[src/verilog/lamp_switch_map.svh]
// offsets, field positions, reset values and timing counts of the lamp switch control block
// assumes a 250 MHz core clock and 16-bit serial words shifted msb first
// What this block does
// - serial words are 16-bit full duplex, msb first both ways
// - sample input on falling clock, shift output on rising, latch at select rise
// - wake-up is sleep release, wake pin or any active lamp line
// - fail is enabled logic supply loss, or watchdog timeout with select input open
// - fault is any channel protection flag, undervoltage, or supply high with shutdown disabled
// - mode is sleep, normal, fail-safe or fault from wake-up, fail and fault
// - sleep turns outputs off and clears every configurable setting except the trim
// - normal mode flag is one in normal and zero in fail-safe
// - drive request is on bit or gated lamp line, or on bit and pwm
// - a channel's latched fault resets on its rearm signal
// - pwm clock is 128 times output rate, from lamp line 0 or oscillator
// - duty n gives (n+1)/128, all ones is fully on, on bit zero is off
// - each channel's pwm is delayed by its code times 16 pwm clocks
// - external pwm clock out of range sets failure flag, outputs follow on bits
// - after the trim command, a select low pulse sets oscillator period to length/128
// - a calibration pulse outside the window is ignored, trim kept
// - with select input open, rising wake, lamp line or sleep release arms watchdog
// - in fail-safe outputs follow lamp lines, settings default, protections active
// - exit fail-safe by exit bit with logic supply fine, or grounding select input unless a supply loss caused it
// - latched faults clear on every normal to fail-safe change and back
// - fault pin low while a fault exists; current, short, heat, undervoltage latch
// - fault report bits clear after the first valid transfer reports them
// - after sleep release, enter normal zeroed, report undervoltage, ready after 50 us
`ifndef LAMP_SWITCH_MAP_SVH
`define LAMP_SWITCH_MAP_SVH

`define WORD_BITS    5'd16
`define WD_BIT       15
`define ADDR_HI      14
`define ADDR_LO      12
`define EXIT_BIT     0
`define A_CTRL       3'h0
`define A_CHAN0      3'h1
`define A_TRIM       3'h5
// arbitrary calibration command value
`define CAL_CMD      12'hC5A
// pin vector reset: chip select idle high, the rest low
`define PIN_RST      10'h002
// wake, sleep release and the four lamp lines arm the watchdog
`define WD_ARM_MASK  10'h3D8
`define PWM_STEPS    128

`define CLK_MHZ      250
`define READY_US     50
`define READY_CYC    (`READY_US * `CLK_MHZ)
`define WD_TO_US     10000
`define WD_TO_CYC    (`WD_TO_US * `CLK_MHZ)
`define CSB_MIN_US   500
`define CSB_MIN_CYC  (`CSB_MIN_US * `CLK_MHZ)
`define CSB_MAX_US   2000
`define CSB_MAX_CYC  (`CSB_MAX_US * `CLK_MHZ)
`define INT_TICK_NS  40000
`define INT_TICK_CYC ((`INT_TICK_NS * `CLK_MHZ) / 1000)
`define EXT_MIN_NS   15000
`define EXT_MIN_CYC  ((`EXT_MIN_NS * `CLK_MHZ + 999) / 1000)
`define EXT_MAX_NS   100000
`define EXT_MAX_CYC  ((`EXT_MAX_NS * `CLK_MHZ) / 1000)

`endif

[src/verilog/lamp_switch_pkg.sv]
// types of the lamp switch mode and pwm control block
// assumes nothing beyond the constants header
package lamp_switch_pkg;
  typedef enum logic [1:0] {MODE_SLEEP, MODE_NORMAL, MODE_FAILSAFE, MODE_FAULT} mode_e;
  // layouts match the low data bits of a serial word
  typedef struct packed {
    logic       supply_high_shutdown_disable;
    logic       vdd_en;
    logic       clk_sel;
    logic       pwm_en;
    logic [3:0] dir_dis;
    logic [3:0] on;
  } ctrl_s;
  typedef struct packed {
    logic [2:0] delay;
    logic [6:0] duty;
  } chan_cfg_s;
  typedef struct packed {
    logic [3:0] overcurrent_flag;
    logic [3:0] overtemp_flag;
    logic [3:0] severe_short_flag;
  } prot_s;
  typedef struct packed {
    logic [9:0]       s1, s2, s3, pin;
    mode_e            mode;
    ctrl_s            ctrl;
    chan_cfg_s [3:0]  chan;
    logic [15:0]      rx, tx;
    logic [4:0]       bits;
    logic             wd_last, wd_run, wd_exp;
    logic [23:0]      wd_cnt;
    logic             fs, fs_vdd;
    logic [3:0]       latched, rearm_q;
    logic [13:0]      rep, snap;
    logic             cal_arm, cal_run;
    logic [23:0]      cal_cnt;
    logic [15:0]      trim, tick_cnt, mon_cnt, ready_cnt;
    logic [6:0]       phase;
    logic             clk_fail, clk_flag, ready, nm, fault_n;
    logic [3:0]       drive;
  } state_s;
endpackage
[src/verilog/lamp_switch_mode_pwm_control.sv]
// mode selection, serial word framing, watchdog, pwm and output control of a quad lamp switch
// assumes pins arrive asynchronously; protection and supply flags come on clk_i already
`include "lamp_switch_map.svh"
`timescale 1ns/10ps
`default_nettype none
module lamp_switch_mode_pwm_control #(
  parameter int READY_CYC    = `READY_CYC,
  parameter int WD_TO_CYC    = `WD_TO_CYC,
  parameter int CSB_MIN_CYC  = `CSB_MIN_CYC,
  parameter int CSB_MAX_CYC  = `CSB_MAX_CYC,
  parameter int INT_TICK_CYC = `INT_TICK_CYC,
  parameter int EXT_MIN_CYC  = `EXT_MIN_CYC,
  parameter int EXT_MAX_CYC  = `EXT_MAX_CYC
) (
  // clock and reset
  input  wire logic                   clk_i,
  input  wire logic                   srst_i,
  // serial link
  input  wire logic                   sclk_i,
  input  wire logic                   cs_n_i,
  input  wire logic                   si_i,
  output logic                        so_o,
  output logic                        so_oe_n_o,
  // lamp and wake pins
  input  wire logic [3:0]             lamp_line_i,
  input  wire logic                   wake_i,
  input  wire logic                   sleep_release_i,
  input  wire logic                   failsafe_select_i,
  // supply and protection flags
  input  wire logic                   vdd_fail_i,
  input  wire logic                   undervoltage_flag_i,
  input  wire logic                   supply_high_flag_i,
  input  wire lamp_switch_pkg::prot_s prot_i,
  // outputs
  output logic [3:0]                  output_drive_request_o,
  output logic                        fault_pin_n_o,
  output logic                        fault_pin_oe_n_o,
  output logic                        normal_mode_flag_o,
  output logic                        pwm_clock_failure_flag_o,
  output lamp_switch_pkg::mode_e      mode_o
);
  localparam int P_SCLK = 0;
  localparam int P_CS   = 1;
  localparam int P_SI   = 2;
  localparam int P_RST  = 4;
  localparam int P_WAKE = 3;
  localparam int P_FSI  = 5;
  localparam int P_LAMP = 6;

  lamp_switch_pkg::state_s q;
  lamp_switch_pkg::state_s n;
  logic [9:0]  raw;
  logic [9:0]  rise;
  logic [9:0]  fall;
  logic [3:0]  lamp;
  logic [3:0]  wave;
  logic [3:0]  rearm;
  logic [3:0]  cond;
  logic [3:0]  req;
  logic [13:0] events;
  logic [2:0]  addr;
  logic        wake_up;
  logic        fault_c;
  logic        fail_set;
  logic        word_ok;
  logic        ov_off;
  logic        int_tick;
  logic        ext_tick;
  logic        tick;
  logic        clk_bad;
  logic        use_pwm;

  for (genvar c = 0; c < 4; c++) begin : g_ch
    logic [6:0] slot;
    // phase shift by delay code times 16 pwm clocks
    assign slot     = q.phase - {q.chan[c].delay, 4'h0};
    assign wave[c]  = (slot <= q.chan[c].duty);
    assign rearm[c] = q.ctrl.on[c] | (~q.ctrl.pwm_en & lamp[c] & ~q.ctrl.dir_dis[c]);
  end

  always_comb begin
    n = q;
    // three stages; a level counts once stages two and three agree
    raw = {lamp_line_i, failsafe_select_i, sleep_release_i, wake_i, si_i, cs_n_i, sclk_i};
    n.s1 = raw;
    n.s2 = q.s1;
    n.s3 = q.s2;
    n.pin = (~(q.s2 ^ q.s3) & q.s3) | ((q.s2 ^ q.s3) & q.pin);
    rise = n.pin & ~q.pin;
    fall = q.pin & ~n.pin;
    lamp = q.pin[P_LAMP +: 4];
    addr = q.rx[`ADDR_HI:`ADDR_LO];

    wake_up = q.pin[P_RST] | q.pin[P_WAKE] | (|lamp);
    cond = prot_i.overcurrent_flag | prot_i.overtemp_flag | prot_i.severe_short_flag;
    fault_c = (|cond) | (|q.latched) | undervoltage_flag_i
            | (supply_high_flag_i & q.ctrl.supply_high_shutdown_disable);
    ov_off = supply_high_flag_i & ~q.ctrl.supply_high_shutdown_disable;
    fail_set = (vdd_fail_i & q.ctrl.vdd_en) | (q.wd_exp & q.pin[P_FSI]);

    if (!wake_up) begin
      n.mode = lamp_switch_pkg::MODE_SLEEP;
    end else if (fault_c) begin
      n.mode = lamp_switch_pkg::MODE_FAULT;
    end else if (q.fs | fail_set) begin
      n.mode = lamp_switch_pkg::MODE_FAILSAFE;
    end else begin
      n.mode = lamp_switch_pkg::MODE_NORMAL;
    end

    // serial shifter: status loads at select fall, words count only at 16 bits
    word_ok = rise[P_CS] && (q.bits == `WORD_BITS);
    if (fall[P_CS]) begin
      n.tx = {q.nm, q.clk_flag, q.rep};
      n.snap = q.rep;
      n.bits = 5'h00;
    end else if (!q.pin[P_CS]) begin
      if (fall[P_SCLK]) begin
        n.rx = {q.rx[14:0], q.pin[P_SI]};
        if (q.bits != 5'h11) begin
          n.bits = q.bits + 5'h01;
        end
      end
      // the first rising edge leaves the msb on the line
      if (rise[P_SCLK] && q.bits != 5'h00) begin
        n.tx = {q.tx[14:0], q.pin[P_SI]};
      end
    end

    // report bits clear after being shifted out in a 16-bit word, and in sleep; new events still win
    events = {undervoltage_flag_i, supply_high_flag_i, prot_i};
    if (q.mode == lamp_switch_pkg::MODE_SLEEP && n.mode != lamp_switch_pkg::MODE_SLEEP) begin
      events[13] = 1'b1;
    end
    n.rep = (q.rep & ~(word_ok ? q.snap : 14'h0000)) | events;

    // watchdog
    if (q.wd_run) begin
      n.wd_cnt = q.wd_cnt + 24'h000001;
      if (q.wd_cnt >= 24'(WD_TO_CYC - 1)) begin
        n.wd_exp = 1'b1;
        n.wd_run = 1'b0;
      end
    end
    if (q.pin[P_FSI] && (|(rise & `WD_ARM_MASK))) begin
      n.wd_run = 1'b1;
      n.wd_cnt = 24'h000000;
    end
    if (word_ok) begin
      n.wd_last = q.rx[`WD_BIT];
      if (q.rx[`WD_BIT] != q.wd_last) begin
        n.wd_cnt = 24'h000000;
      end
    end
    if (!q.pin[P_FSI]) begin
      n.wd_run = 1'b0;
      n.wd_exp = 1'b0;
    end

    // fail-safe latch and its exits
    if (fail_set) begin
      n.fs = 1'b1;
      n.fs_vdd = q.fs_vdd | (vdd_fail_i & q.ctrl.vdd_en);
    end
    if (q.fs && word_ok && q.rx[`EXIT_BIT] && !vdd_fail_i) begin
      n.fs = 1'b0;
      n.fs_vdd = 1'b0;
      n.wd_exp = 1'b0;
      n.wd_cnt = 24'h000000;
    end
    if (q.fs && !q.fs_vdd && !q.pin[P_FSI]) begin
      n.fs = 1'b0;
    end

    // configuration writes; ignored in fail-safe
    if (word_ok && !q.fs) begin
      case (addr)
        `A_CTRL: n.ctrl = lamp_switch_pkg::ctrl_s'(q.rx[11:0]);
        `A_TRIM: n.cal_arm = (q.rx[11:0] == `CAL_CMD);
        default: begin
          if (addr >= `A_CHAN0 && addr < `A_CHAN0 + 3'h4) begin
            n.chan[2'(addr - `A_CHAN0)] = lamp_switch_pkg::chan_cfg_s'(q.rx[9:0]);
          end
        end
      endcase
    end

    // calibration pulse measured from select fall to rise
    if (q.cal_run && q.cal_cnt != 24'hFFFFFF) begin
      n.cal_cnt = q.cal_cnt + 24'h000001;
    end
    if (fall[P_CS] && q.cal_arm) begin
      n.cal_arm = 1'b0;
      n.cal_run = 1'b1;
      n.cal_cnt = 24'h000000;
    end
    if (rise[P_CS] && q.cal_run) begin
      n.cal_run = 1'b0;
      if (q.cal_cnt >= 24'(CSB_MIN_CYC) && q.cal_cnt <= 24'(CSB_MAX_CYC)) begin
        n.trim = 16'(q.cal_cnt / `PWM_STEPS);
      end
    end

    // pwm clock source and phase
    int_tick = (q.tick_cnt >= q.trim - 16'h0001);
    n.tick_cnt = int_tick ? 16'h0000 : q.tick_cnt + 16'h0001;
    ext_tick = rise[P_LAMP];
    tick = q.ctrl.clk_sel ? int_tick : ext_tick;
    if (tick) begin
      n.phase = q.phase + 7'h01;
    end

    // external clock period monitor; a stopped clock also fails
    if (q.mon_cnt < 16'(EXT_MAX_CYC)) begin
      n.mon_cnt = q.mon_cnt + 16'h0001;
    end else begin
      n.clk_fail = 1'b1;
    end
    if (ext_tick) begin
      n.mon_cnt = 16'h0000;
      n.clk_fail = (q.mon_cnt < 16'(EXT_MIN_CYC - 1));
    end
    clk_bad = q.clk_fail & q.ctrl.pwm_en & ~q.ctrl.clk_sel;
    use_pwm = q.ctrl.pwm_en & ~clk_bad;
    n.clk_flag = clk_bad;

    // latched faults: cleared by a rearm rise or a fail-safe entry or exit, set wins
    n.rearm_q = rearm;
    n.latched = q.latched & ~(rearm & ~q.rearm_q);
    if (n.fs != q.fs) begin
      n.latched = 4'h0;
    end
    n.latched = n.latched | ((cond | {4{undervoltage_flag_i}}) & rearm);

    if (q.ready_cnt < 16'(READY_CYC - 1)) begin
      n.ready_cnt = q.ready_cnt + 16'h0001;
    end else begin
      n.ready = 1'b1;
    end

    // fail-safe leaves the settings at zero, so requests follow the lamp lines
    if (use_pwm) begin
      req = q.ctrl.on & wave;
    end else if (clk_bad) begin
      req = q.ctrl.on;
    end else begin
      req = q.ctrl.on | (lamp & ~q.ctrl.dir_dis);
    end
    if (q.mode == lamp_switch_pkg::MODE_SLEEP || !q.ready || undervoltage_flag_i || ov_off) begin
      n.drive = 4'h0;
    end else begin
      n.drive = req & ~q.latched & ~cond;
    end
    // open load is never an input here: it must not pull the pin
    n.fault_n = ~(fault_c | ov_off);

    if (n.mode == lamp_switch_pkg::MODE_SLEEP || n.fs) begin
      n.ctrl = '0;
      n.chan = '0;
      n.cal_arm = 1'b0;
    end
    if (n.mode == lamp_switch_pkg::MODE_SLEEP) begin
      n.wd_run = 1'b0;
      n.wd_exp = 1'b0;
      n.fs = 1'b0;
      n.fs_vdd = 1'b0;
      n.latched = 4'h0;
      n.rep = 14'h0000;
      n.ready = 1'b0;
      n.ready_cnt = 16'h0000;
      n.phase = 7'h00;
      n.cal_run = 1'b0;
      n.drive = 4'h0;
    end
    // the mode lags the fail-safe latch by a cycle on exit; the flag is low in sleep, in fail-safe or while the latch is set
    n.nm = (n.mode != lamp_switch_pkg::MODE_SLEEP) && (n.mode != lamp_switch_pkg::MODE_FAILSAFE)
         && !n.fs;
  end

  always_ff @(posedge clk_i) begin
    if (srst_i) begin
      q <= '0;
      q.s1 <= `PIN_RST;
      q.s2 <= `PIN_RST;
      q.s3 <= `PIN_RST;
      q.pin <= `PIN_RST;
      q.trim <= 16'(INT_TICK_CYC);
      q.fault_n <= 1'b1;
    end else begin
      q <= n;
    end
  end

  assign so_o                     = q.tx[15];
  assign so_oe_n_o                = q.pin[P_CS];
  assign output_drive_request_o   = q.drive;
  assign fault_pin_n_o            = 1'b0;
  assign fault_pin_oe_n_o         = q.fault_n;
  assign normal_mode_flag_o       = q.nm;
  assign pwm_clock_failure_flag_o = q.clk_flag;
  assign mode_o                   = q.mode;
endmodule
`default_nettype wire

[config.mk]
export PLATFORM = sky130hd
export DESIGN_NAME = lamp_switch_mode_pwm_control
export DESIGN_NICKNAME = d
export VERILOG_FILES = /design/src/verilog/lamp_switch_pkg.sv /design/src/verilog/lamp_switch_mode_pwm_control.sv
export VERILOG_INCLUDE_DIRS = /design/src /design/src/verilog
export SDC_FILE = /design/constraint.sdc
export NUM_CORES = 1
export LEC_CHECK = 0
export BUFFER_PORTS_ARGS = -buffer_cell sky130_fd_sc_hd__buf_2
export CORE_ASPECT_RATIO = 1.1
export CORE_MARGIN = 2
export CORE_UTILIZATION = 55
export DETAILED_ROUTE_END_ITERATION = 8
export PLACE_DENSITY_LB_ADDON = 0.05
export SYNTH_ARGS = -nofsm -noshare
export SYNTH_HDL_FRONTEND = slang
export SYNTH_SLANG_ARGS = --single-unit
[constraint.sdc]
create_clock -name clk_i -period 8.75 [get_ports clk_i]
set_input_delay 0 -clock clk_i [delete_from_list [all_inputs] [get_ports clk_i]]
set_output_delay 0 -clock clk_i [all_outputs]
set_load 0.03 [all_outputs]
==> results.toml, run 1 <==
[placed_design]
port_buffers = 37
gp_congestion = 0.833
hpwl_um = 19200

[global_routing]
grt_pass1_vias = 9910
grt_antenna_before_repair = 0
grt_pass1_wl_um = 48200
grt-ovfl-total = 0
grt_start_max_net_pins = 67
grt_usage_pct = 22.2

[timing]
tightest_slew_ns = 1.04
slew_headroom_pct = 30.9
slew_viol_final = 0
min_period_ns = 3.49
max_freq_mhz = 287
finalHoldViolCount = 0
finalCritPeriodShare_pct = 39.9
finalSetupTns_ns = 0
clock_skew_ns = 0.0243
rsz0062_at_grt = "false"
finalSetupViolations = 0

[detailed_routing]
drt-wirelength-per-cell_um = 14.9
routed_wl_um = 28600
viasPerCell = 5.43
vias = 10400
ant_nets = 0
drt_first_iter_violations = 420
drc = 0
drtPass1Iterations = 5

[cells_and_area]
area_growth_pct = 12.7
layout-drive-gt1-share_pct = 7.32
nets = 1677
final.fill_count = 2170
n_antenna_cell = 0
multi_input_area_mm2 = 0.00684
fin_util_pct = 62.7
final-seq-area_mm2 = 0.00605

[pwr]
ir_drop_uv = 139
leakage_uw = 0.00554
combPwrFrac_pct = 2.0
p_sw_uw = 592
p_sw_share_pct = 20.6
finalPower_uw = 2880
seqPwrFrac_pct = 48.4
clock_power_share_pct = 49.6
intPower_uw = 2280
p_per_area_mw_per_mm2 = 189

[critical_path]
max_stage_delay_ns = 0.59
start_kind = "flop"
end_kind = "flop"
slowest_stage = "nand4b_1"
r2r_setup_slack_ns = 5.26
timing.rr.end = "q[59]"
cp_max_fo = 16
worstPathArrival_ns = 3.89
r2r-start = "q[66]"
cp.required_ns = 9.15
worst_r2r_path_depth = 12
crit_path_frequent_cell = "a21o_1"
critPathKind = "flop to flop"
path_cells = "nor2_1 > nand3_1 > or3_1 > nand2b_1 > nor3_1 > xnor2_1 > ha_1 > a21o_1 > a21o_1 > a221oi_1 > nand4b_1 > a21oi_1"

[yosys]
synth_cell_type_count = 69
synth_seq_cells = 302
synth_top_area_share_pct = 44.9
yosys_warnings = 0
synth-main-ff-cell = "dfxtp_1"
ys_async_sr_fraction_pct = 0
synth_top_cell_by_area = "dfxtp_1"
syn-instance-count = 1552
yosysMostFrequentCell = "dfxtp_1"
seq_area_frac_synth_pct = 44.9
syn_area_per_cell_um2 = 8.68
netlist_area_mm2 = 0.0135
synth_edf_count = 0
yosys-top-cells-count = "302 x dfxtp_1, 222 x nor2_1, 173 x nand2_1"
synthesis.nets = 1643
synth_area_leaders = "dfxtp_1 45%, nor2_1 6.2%, ha_1 5.6%, mux2i_1 4.8%, nand2_1 4.8%"

[floorplan]
coreArea_mm2 = 0.0242
die_area_mm2 = 0.0258
initial_core_util_pct = 55.6
row_count = 60
fp.dieW_um = 153
dieHeight_um = 168
io_pins = 39

[cts]
clk_latency_ns = 0.51
root_buffer = "clkbuf_16"
cts_tree = "done"
cts_buffer_depth = 3
post_cts_buffers = 0
cts_hold_buf = 26
clock-sinks = 302
cts-resized-gates = 0
cts_max_level = 2
numCtsBuffers = 34
clk_pin_slew_ns = 0.06

[worst_hold_path]
hold_path_end = "n[283]"
hold_start = "cs_n_i"
hold_class = "input pin to flop"
min_path_cells = 3

[job]
drv_cap = 0

[run_status]
status = "completed"
[final cells by class]
type / instances / area share, %
multi-input combinational: 1105 / 45.0
sequential: 302 / 39.8
clock buffer: 49 / 6.51
timing repair buffer: 72 / 3.39
tap: 310 / 2.55
inverter: 71 / 1.75
clock inverter: 12 / 0.972
[cell families (layout without fill, tap and decap cells)]
family	count (synthesis)	after routing	synth area share (%)
and+or+nand+nor	648	648	23.0
adders and majority gates	64	64	6.17
xor gates and xnor gates	96	96	6.24
buffers and inverters	145	204	4.62
AOI/OAI and AO/OA	231	231	10.3
other	1	1	0.0278
muxes	65	65	4.83
DFF	302	302	44.9
[registers in the layout, indices dropped and copies added (netlist names), named ones only]
| signal | count |
|---|---|
| so_oe_n_o | 1 |
| lamp | 4 |
| pwm_clock_failure_flag_o | 1 |
| addr | 3 |
| q | 262 |
| n | 20 |
| fault_pin_oe_n_o | 1 |
| mode_o | 2 |
| normal_mode_flag_o | 1 |
| output_drive_request_o | 4 |
| so_o | 1 |
[metrics by stage]
step / instances / hold WS, ns / worst slack, ns / cell area, um^2
floorplan: 1552 / 0.104 / 5.57 / 13500
global placement: 1834 / 0.191 / 5.34 / 13800
detailed placement: 1834 / 0.194 / 5.24 / 13800
CTS: 1921 / 0.206 / 5.24 / 15200
global route: 1921 / 0.219 / 4.82 / 15200
finish: 1921 / 0.226 / 5.26 / 15200
[worst max path at each step]
stage | endpoint | slack, ns | startpoint
2_1_floorplan | q[13] | 5.57 | q[64]
3_3_place_gp | q[62] | 5.34 | q[66]
3_5_place_dp | q[62] | 5.24 | q[66]
4_1_cts | q[62] | 5.24 | q[66]
5_1_grt | q[59] | 4.82 | q[64]
6_report | q[59] | 5.26 | q[66]
[power by group through the flow]
stage / clock network (uW) / registers (uW) / logic [uW]
finish: 1430 / 1390 / 57.7
global placement: 0 / 1420 / 47.9
global route: 1520 / 1390 / 64.0
CTS: 1460 / 1390 / 57.8
floorplan: 0 / 1420 / 32.1
detailed placement: 0 / 1420 / 48.8
[cells in the final DEF (no fill, tap or decap), drive strengths merged, types with 5 or more instances in the layout]
cell type	synthesis	final
nand2	173	173
and3	17	17
dfxtp	302	302
a211oi	5	5
or4	8	8
xor2	44	44
and2	7	7
a21o	14	14
nand3	45	45
a31oi	21	21
a21oi	105	105
o21ai	44	44
nand2b	11	11
ha	60	60
buf	25	46
xnor2	52	52
clkbuf	49	49
nand4	25	25
and4	9	9
or3	16	16
mux2i	65	65
nor3b	6	6
clkinv	1	7
inv	70	71
nor2b	36	36
nor2	223	223
nor3	28	28
nor4	23	23
dlygate4sd3	0	26
[layer usage]
| layer | global-route usage [%] | share of wire, % |
|---|---|---|
| met1 | 30.1 | 48 |
| met2 | 37.5 | 47 |
| met3 | 3.14 | 3.1 |
| met4 | 5.19 | 1.4 |
| met5 | 0 | 0 |
[worst max-delay path, delay by kind of cell (launching register included)]
kind                     cells  cell delay (ns)
AND/OR/NAND/NOR              6             1.63
AO/OA/AOI/OAI                4             0.98
XOR/XNOR                     1             0.16
adder cells (fa/ha/maj)      1             0.26
flip-flops                   1             0.34
Power figures use the tool's default switching activity.
==> inputs of run 2 (changes only) <==
--- a/config.mk
+++ b/config.mk
@@ -6,6 +6,7 @@
 export SDC_FILE = /design/constraint.sdc
 export NUM_CORES = 1
 export LEC_CHECK = 0
+export ABC_AREA = 1
 export BUFFER_PORTS_ARGS = -buffer_cell sky130_fd_sc_hd__buf_2
 export CORE_ASPECT_RATIO = 1.1
 export CORE_MARGIN = 2
==> constraint.sdc (replaced) <==
create_clock -name clk_i -period 2.88 [get_ports clk_i]
set_input_delay 0 -clock clk_i [delete_from_list [all_inputs] [get_ports clk_i]]
set_output_delay 0 -clock clk_i [all_outputs]
set_load 0.03 [all_outputs]
==> run 2 against run 1 <==
Register-to-register slack worse by 5.0 ns. Maximum frequency is 33% higher. Via count is 22% higher. Total power grew to 3.1 times the previous value. Clock power grew to 3.1 times the previous value. Hold slack worse by 0.16 ns. Wire length is 19% higher. Final cell count is 26% higher. Critical path type unchanged.
==> results.toml, run 2 <==
[detailed_routing]
viasPerCell = 5.27
drtPass1Iterations = 5
drt_first_iter_violations = 752
vias = 12700
drt-wirelength-per-cell_um = 14.1
ant_nets = 0
drc = 0
routed_wl_um = 34100

[cells_and_area]
final.fill_count = 2446
largest_reg_flops = 262
nets = 2132
final-seq-area_mm2 = 0.00605
area_growth_pct = 12.8
multi_input_area_mm2 = 0.00715
layout_common_cells = "338 x nand2_1, 302 x dfxtp_1, 267 x inv_1, 237 x nor2_1, 186 x a21oi_1"
layout-drive-gt1-share_pct = 7.27
final_common_cell = "nand2_1"
largest-register = "q"

[critical_path]
max_stage_delay_ns = 0.34
setup.worst_path.start = "q[66]"
critPathKind = "flop to flop"
start_kind = "flop"
r2r-start = "q[66]"
end_kind = "flop"
path_cells = "nor2_1 > nand3_1 > nor2_1 > nand4_1 > nor2_1 > nand3_1 > xor2_1 > inv_1 > ha_1 > a21oi_1 > o21ai_0 > nor2_1 > nand3_1 > buf_4 > nand3_1 > a21oi_1"
r2r_setup_slack_ns = 0.25
slowest_stage = "dfxtp_1"
cp.required_ns = 3.24
cp_max_fo = 7
timing.rr.end = "q[13]"
worst_r2r_path_depth = 16
worstSetupEndpoint = "q[13]"
worstPathArrival_ns = 2.99

[floorplan]
initial_core_util_pct = 55.9
coreArea_mm2 = 0.0261
dieHeight_um = 175
die_area_mm2 = 0.0278
row_count = 62
io_pins = 39
fp.dieW_um = 159

[timing]
finalSetupViolations = 0
finalCritPeriodShare_pct = 91.3
finalHoldViolCount = 0
slew_headroom_pct = 46.6
slew_viol_final = 0
hold_slack_ns = 0.0623
tightest_slew_ns = 0.799
max_freq_mhz = 380
min_period_ns = 2.63
clock_skew_ns = 0.0201

[cts]
clk_latency_ns = 0.51
cts_tree = "done"
cts_max_level = 2
numCtsBuffers = 34
clk_pin_slew_ns = 0.06
clock-sinks = 302
root_buffer = "clkbuf_16"
cts_buffer_depth = 3

[yosys]
syn_area_per_cell_um2 = 7.33
yosys_warnings = 0
yosysMostFrequentCell = "nand2_1"
ys_async_sr_fraction_pct = 0
synth_edf_count = 0
syn-instance-count = 1988
synthesis.nets = 2079
yosys-top-cells-count = "339 x nand2_1, 302 x dfxtp_1, 267 x inv_1"
synth-main-ff-cell = "dfxtp_1"
synth_cell_type_count = 47
synth_area_leaders = "dfxtp_1 42%, nand2_1 8.7%, inv_1 6.9%, a21oi_1 6.4%, nor2_1 6.1%"
seq_area_frac_synth_pct = 41.5
synth_top_cell_by_area = "dfxtp_1"
synth_top_area_share_pct = 41.5
synth_seq_cells = 302
netlist_area_mm2 = 0.0146

[global_routing]
grt_start_max_net_pins = 76
grt-ovfl-total = 0
grt_antenna_before_repair = 1
grt_usage_pct = 24.3
grt_pass1_wl_um = 56900
grt_pass1_vias = 11900

[pwr]
p_per_area_mw_per_mm2 = 536
ir_drop_uv = 405
leakage_uw = 0.00643
finalPower_uw = 8820

[worst_hold_path]
hold_class = "input pin to flop"
hold_start = "srst_i"

[placed_design]
hpwl_um = 23900
port_buffers = 37
gp_congestion = 0.979

[job]
drv_cap = 0

[run_status]
status = "completed"
-- run 2: worst max-delay path: cells and delay by family (launching register included) --
kind / cells / cell delay, ns
xor gates and xnor gates: 1 / 0.14
DFF: 1 / 0.34
AOI/OAI and AO/OA: 3 / 0.31
and+or+nand+nor: 9 / 1.15
adders and majority gates: 1 / 0.31
buffers and inverters: 2 / 0.26
-- run 2: power breakdown --
part	switching (uW)	internal [uW]	total, uW
Clock	1690	2720	4410
Combinational	112	72.2	184
Sequential	18.2	4210	4220
-- run 2: worst min-delay path by stage --
stage,cells past startpoint,end,slack [ns]
finish,4,q[77],0.06
global route,4,q[77],0.09
CTS,4,q[77],0.05
detailed placement,2,n[283],0.19
global placement,2,n[283],0.18
floorplan,1,n[283],0.10
-- run 2: final cells by class --
type	instances	area share, %
antenna	1	0.0152
clock buffer	51	6.24
clock inverter	7	0.708
inverter	278	6.35
multi-input combinational	1340	43.5
sequential	302	36.8
tap	352	2.68
timing repair buffer	85	3.70
-- run 2: kinds of logic (layout without fill, tap and decap cells) --
| family | Yosys count | after routing | synth area share (%) |
|---|---|---|---|
| AOI/OAI and AO/OA | 345 | 345 | 12.5 |
| muxes | 1 | 1 | 0.0687 |
| adders and majority gates | 64 | 64 | 5.70 |
| DFF | 302 | 302 | 41.5 |
| xor gates and xnor gates | 91 | 91 | 5.47 |
| buffers and inverters | 346 | 421 | 9.48 |
| and+or+nand+nor | 838 | 838 | 25.2 |
| other | 1 | 2 | 0.0257 |
-- run 2: per-stage QoR --
step                TNS [ns]  setup slack [ns]  util (%)  cell area (um^2)  cells
global route          -0.168           -0.0321      63.1             16400   2415
finish                     0             0.252      63.1             16400   2416
global placement           0             0.321      57.7             15000   2332
detailed placement         0             0.247      57.7             15000   2332
CTS                        0             0.243      63.0             16400   2415
floorplan                  0             0.334         -             14600   1988
-- run 2: metal layers --
layer  track usage, %  vias up  part of all wire [%]  wire length [um]
met3             3.80       67                   3.5              1190
met1             31.3     5913                    46             15800
met2             41.9      195                    47             16200
met4             7.99        0                   2.7               938
met5                0        -                     0                 0
li1                 -     6552                     -                 -
-- run 2: timing repair --
action | in CTS | in global routing
endpoints found under the hold margin | 37 | 0
gates resized for setup | 0 | 2
setup endpoints to repair | 0 | 7
hold buffers | 25 | 0
setup buffers | 0 | 0
==> inputs of run 3 (changes only) <==
--- a/config.mk
+++ b/config.mk
@@ -9,8 +9,9 @@
 export ABC_AREA = 1
 export BUFFER_PORTS_ARGS = -buffer_cell sky130_fd_sc_hd__buf_2
 export CORE_ASPECT_RATIO = 1.1
-export CORE_MARGIN = 2
+export CORE_MARGIN = 1
 export CORE_UTILIZATION = 55
+export CTS_BUF_LIST = sky130_fd_sc_hd__clkbuf_8
 export DETAILED_ROUTE_END_ITERATION = 8
 export PLACE_DENSITY_LB_ADDON = 0.05
 export SYNTH_ARGS = -nofsm -noshare
==> run 3 against run 2 <==
Hold slack improved by 0.095 ns. Utilization shrank 0.21 points. Flip-flop and latch count unchanged. Final cell count grew 1.2%. Via count is 0.30% lower. Largest cell class unchanged. Highest routed layer unchanged.
==> results.toml, run 3 (same netlist as run 2, synthesis figures left out) <==
[worst_hold_path]
hold_class = "input pin to flop"
min_path_cells = 4
hold_start = "lamp_line_i[1]"
hold_path_end = "n[289]"

[detailed_routing]
drtPass1Iterations = 5
drt-wirelength-per-cell_um = 13.9
drt_first_iter_violations = 778
routed_wl_um = 34000
ant_nets = 0
vias = 12700
viasPerCell = 5.19
drc = 0

[cells_and_area]
final.fill_count = 2426
fin_util_pct = 62.9
largest_reg_flops = 262
fin_cells = 2446
area_growth_pct = 12.5
fin_area_mm2 = 0.0164
layout-drive-gt1-share_pct = 8.17
layout_common_cells = "338 x nand2_1, 302 x dfxtp_1, 281 x inv_1, 237 x nor2_1, 186 x a21oi_1"
final_common_cell = "nand2_1"
largest-register = "q"
nets = 2148

[pwr]
p_per_area_mw_per_mm2 = 517
ir_drop_uv = 443
leakage_uw = 0.00648

[placed_design]
gp_congestion = 0.900
postPlaceCellArea_mm2 = 0.0150
dp_cells = 2330
port_buffers = 37
hpwl_um = 23700

[critical_path]
start_kind = "flop"
timing.rr.end = "q[10]"
end_kind = "flop"
r2r-start = "q[66]"
critPathKind = "flop to flop"
worstPathArrival_ns = 3.01
cp_max_fo = 7
worst_r2r_path_depth = 16
r2r_setup_slack_ns = 0.29
cp.required_ns = 3.30

[global_routing]
grt_pass1_wl_um = 57200
grt_antenna_before_repair = 1
grt_start_max_net_pins = 75
grt_usage_pct = 25.7
grt-ovfl-total = 0
grt_pass1_vias = 12000

[cts]
cts_buffer_depth = 3
clock-sinks = 302
cts_max_level = 2
root_buffer = "clkbuf_8"
clk_latency_ns = 0.58
post_cts_buffers = 0
cts_tree = "done"
clk_pin_slew_ns = 0.06
numCtsBuffers = 51

[timing]
min_period_ns = 2.59
finalSetupTns_ns = 0
slew_headroom_pct = 45.6
max_freq_mhz = 386
clock_skew_ns = 0.0292
hold_slack_ns = 0.158
finalHoldViolCount = 0
rsz0062_at_grt = "false"
finalCritPeriodShare_pct = 89.9
finalSetupViolations = 0
tightest_slew_ns = 0.814
slew_viol_final = 0

[floorplan]
row_count = 62
dieHeight_um = 173
io_pins = 39
fp.dieW_um = 157
initial_core_util_pct = 55.9
coreArea_mm2 = 0.0261
die_area_mm2 = 0.0271

[job]
drv_cap = 0

[run_status]
status = "completed"
run 3: worst max path at each step:
stage | start | endpoint | slack, ns | cells past startpoint
after CTS | q[66] | q[10] | 0.27 | 16
after global placement | q[66] | q[14] | 0.32 | 16
final | q[66] | q[10] | 0.29 | 16
after global routing | q[66] | q[10] | 0.04 | 16
after detailed placement | q[66] | q[10] | 0.27 | 16
after floorplan | q[66] | q[14] | 0.33 | 16
run 3: stage by stage:
stage          worst slack (ns)  total power, uW
2_1_floorplan             0.334             4420
3_3_place_gp              0.321             4470
3_5_place_dp              0.273             4480
4_1_cts                   0.267             8580
5_1_grt                  0.0406             8800
6_report                  0.292             8480
run 3: layer usage:
metal  up-vias  share of wire (%)  global-route usage, %  wire length [um]
met2       251                 47                   43.2             16000
met4         0                2.9                   9.75              1000
met5         -                  0                      0                 0
li1       6585                  -                      -                 -
met3        71                3.9                   4.44              1340
met1      5782                 46                   32.7             15600
run 3: cell type report:
cell class              instances  area, um^2  area share [%]
repair buffers                 84         603            3.68
clock buffers                  63         867            5.29
diodes                          1        2.50          0.0153
clock inverters                26         230            1.41
well taps                     352         440            2.69
flip-flops and latches        302        6050            36.9
multi-input cells            1340        7150            43.6
inverters                     278        1040            6.37
run 3: worst max-delay path: stages (launching register included):
cell and delay (ns):
dfxtp_1 0.34, nor2_1 0.13, nand3_1 0.10, nor2_1 0.15, nand4_1 0.15, nor2_1 0.17
nand3_1 0.10, xor2_1 0.13, inv_1 0.05, ha_1 0.30, a21oi_1 0.15, o21ai_0 0.09
nor2_1 0.14, nand3_1 0.12, buf_4 0.19, nand3_1 0.07, a21oi_1 0.07
run 3: timing repair:
action                                  CTS  global route
resized for setup                         0             1
endpoints found under the setup margin    0             1
endpoints found under the hold margin    44             0
hold buffers                             26             0
run 3: where the power goes:
group	switching [uW]	internal [uW]	total [uW]	leakage, uW
clock network	1730	2330	4060	0.000615
logic	114	74.1	188	0.00343
registers	17.9	4210	4220	0.00244
total	1860	6610	8480	0.00648
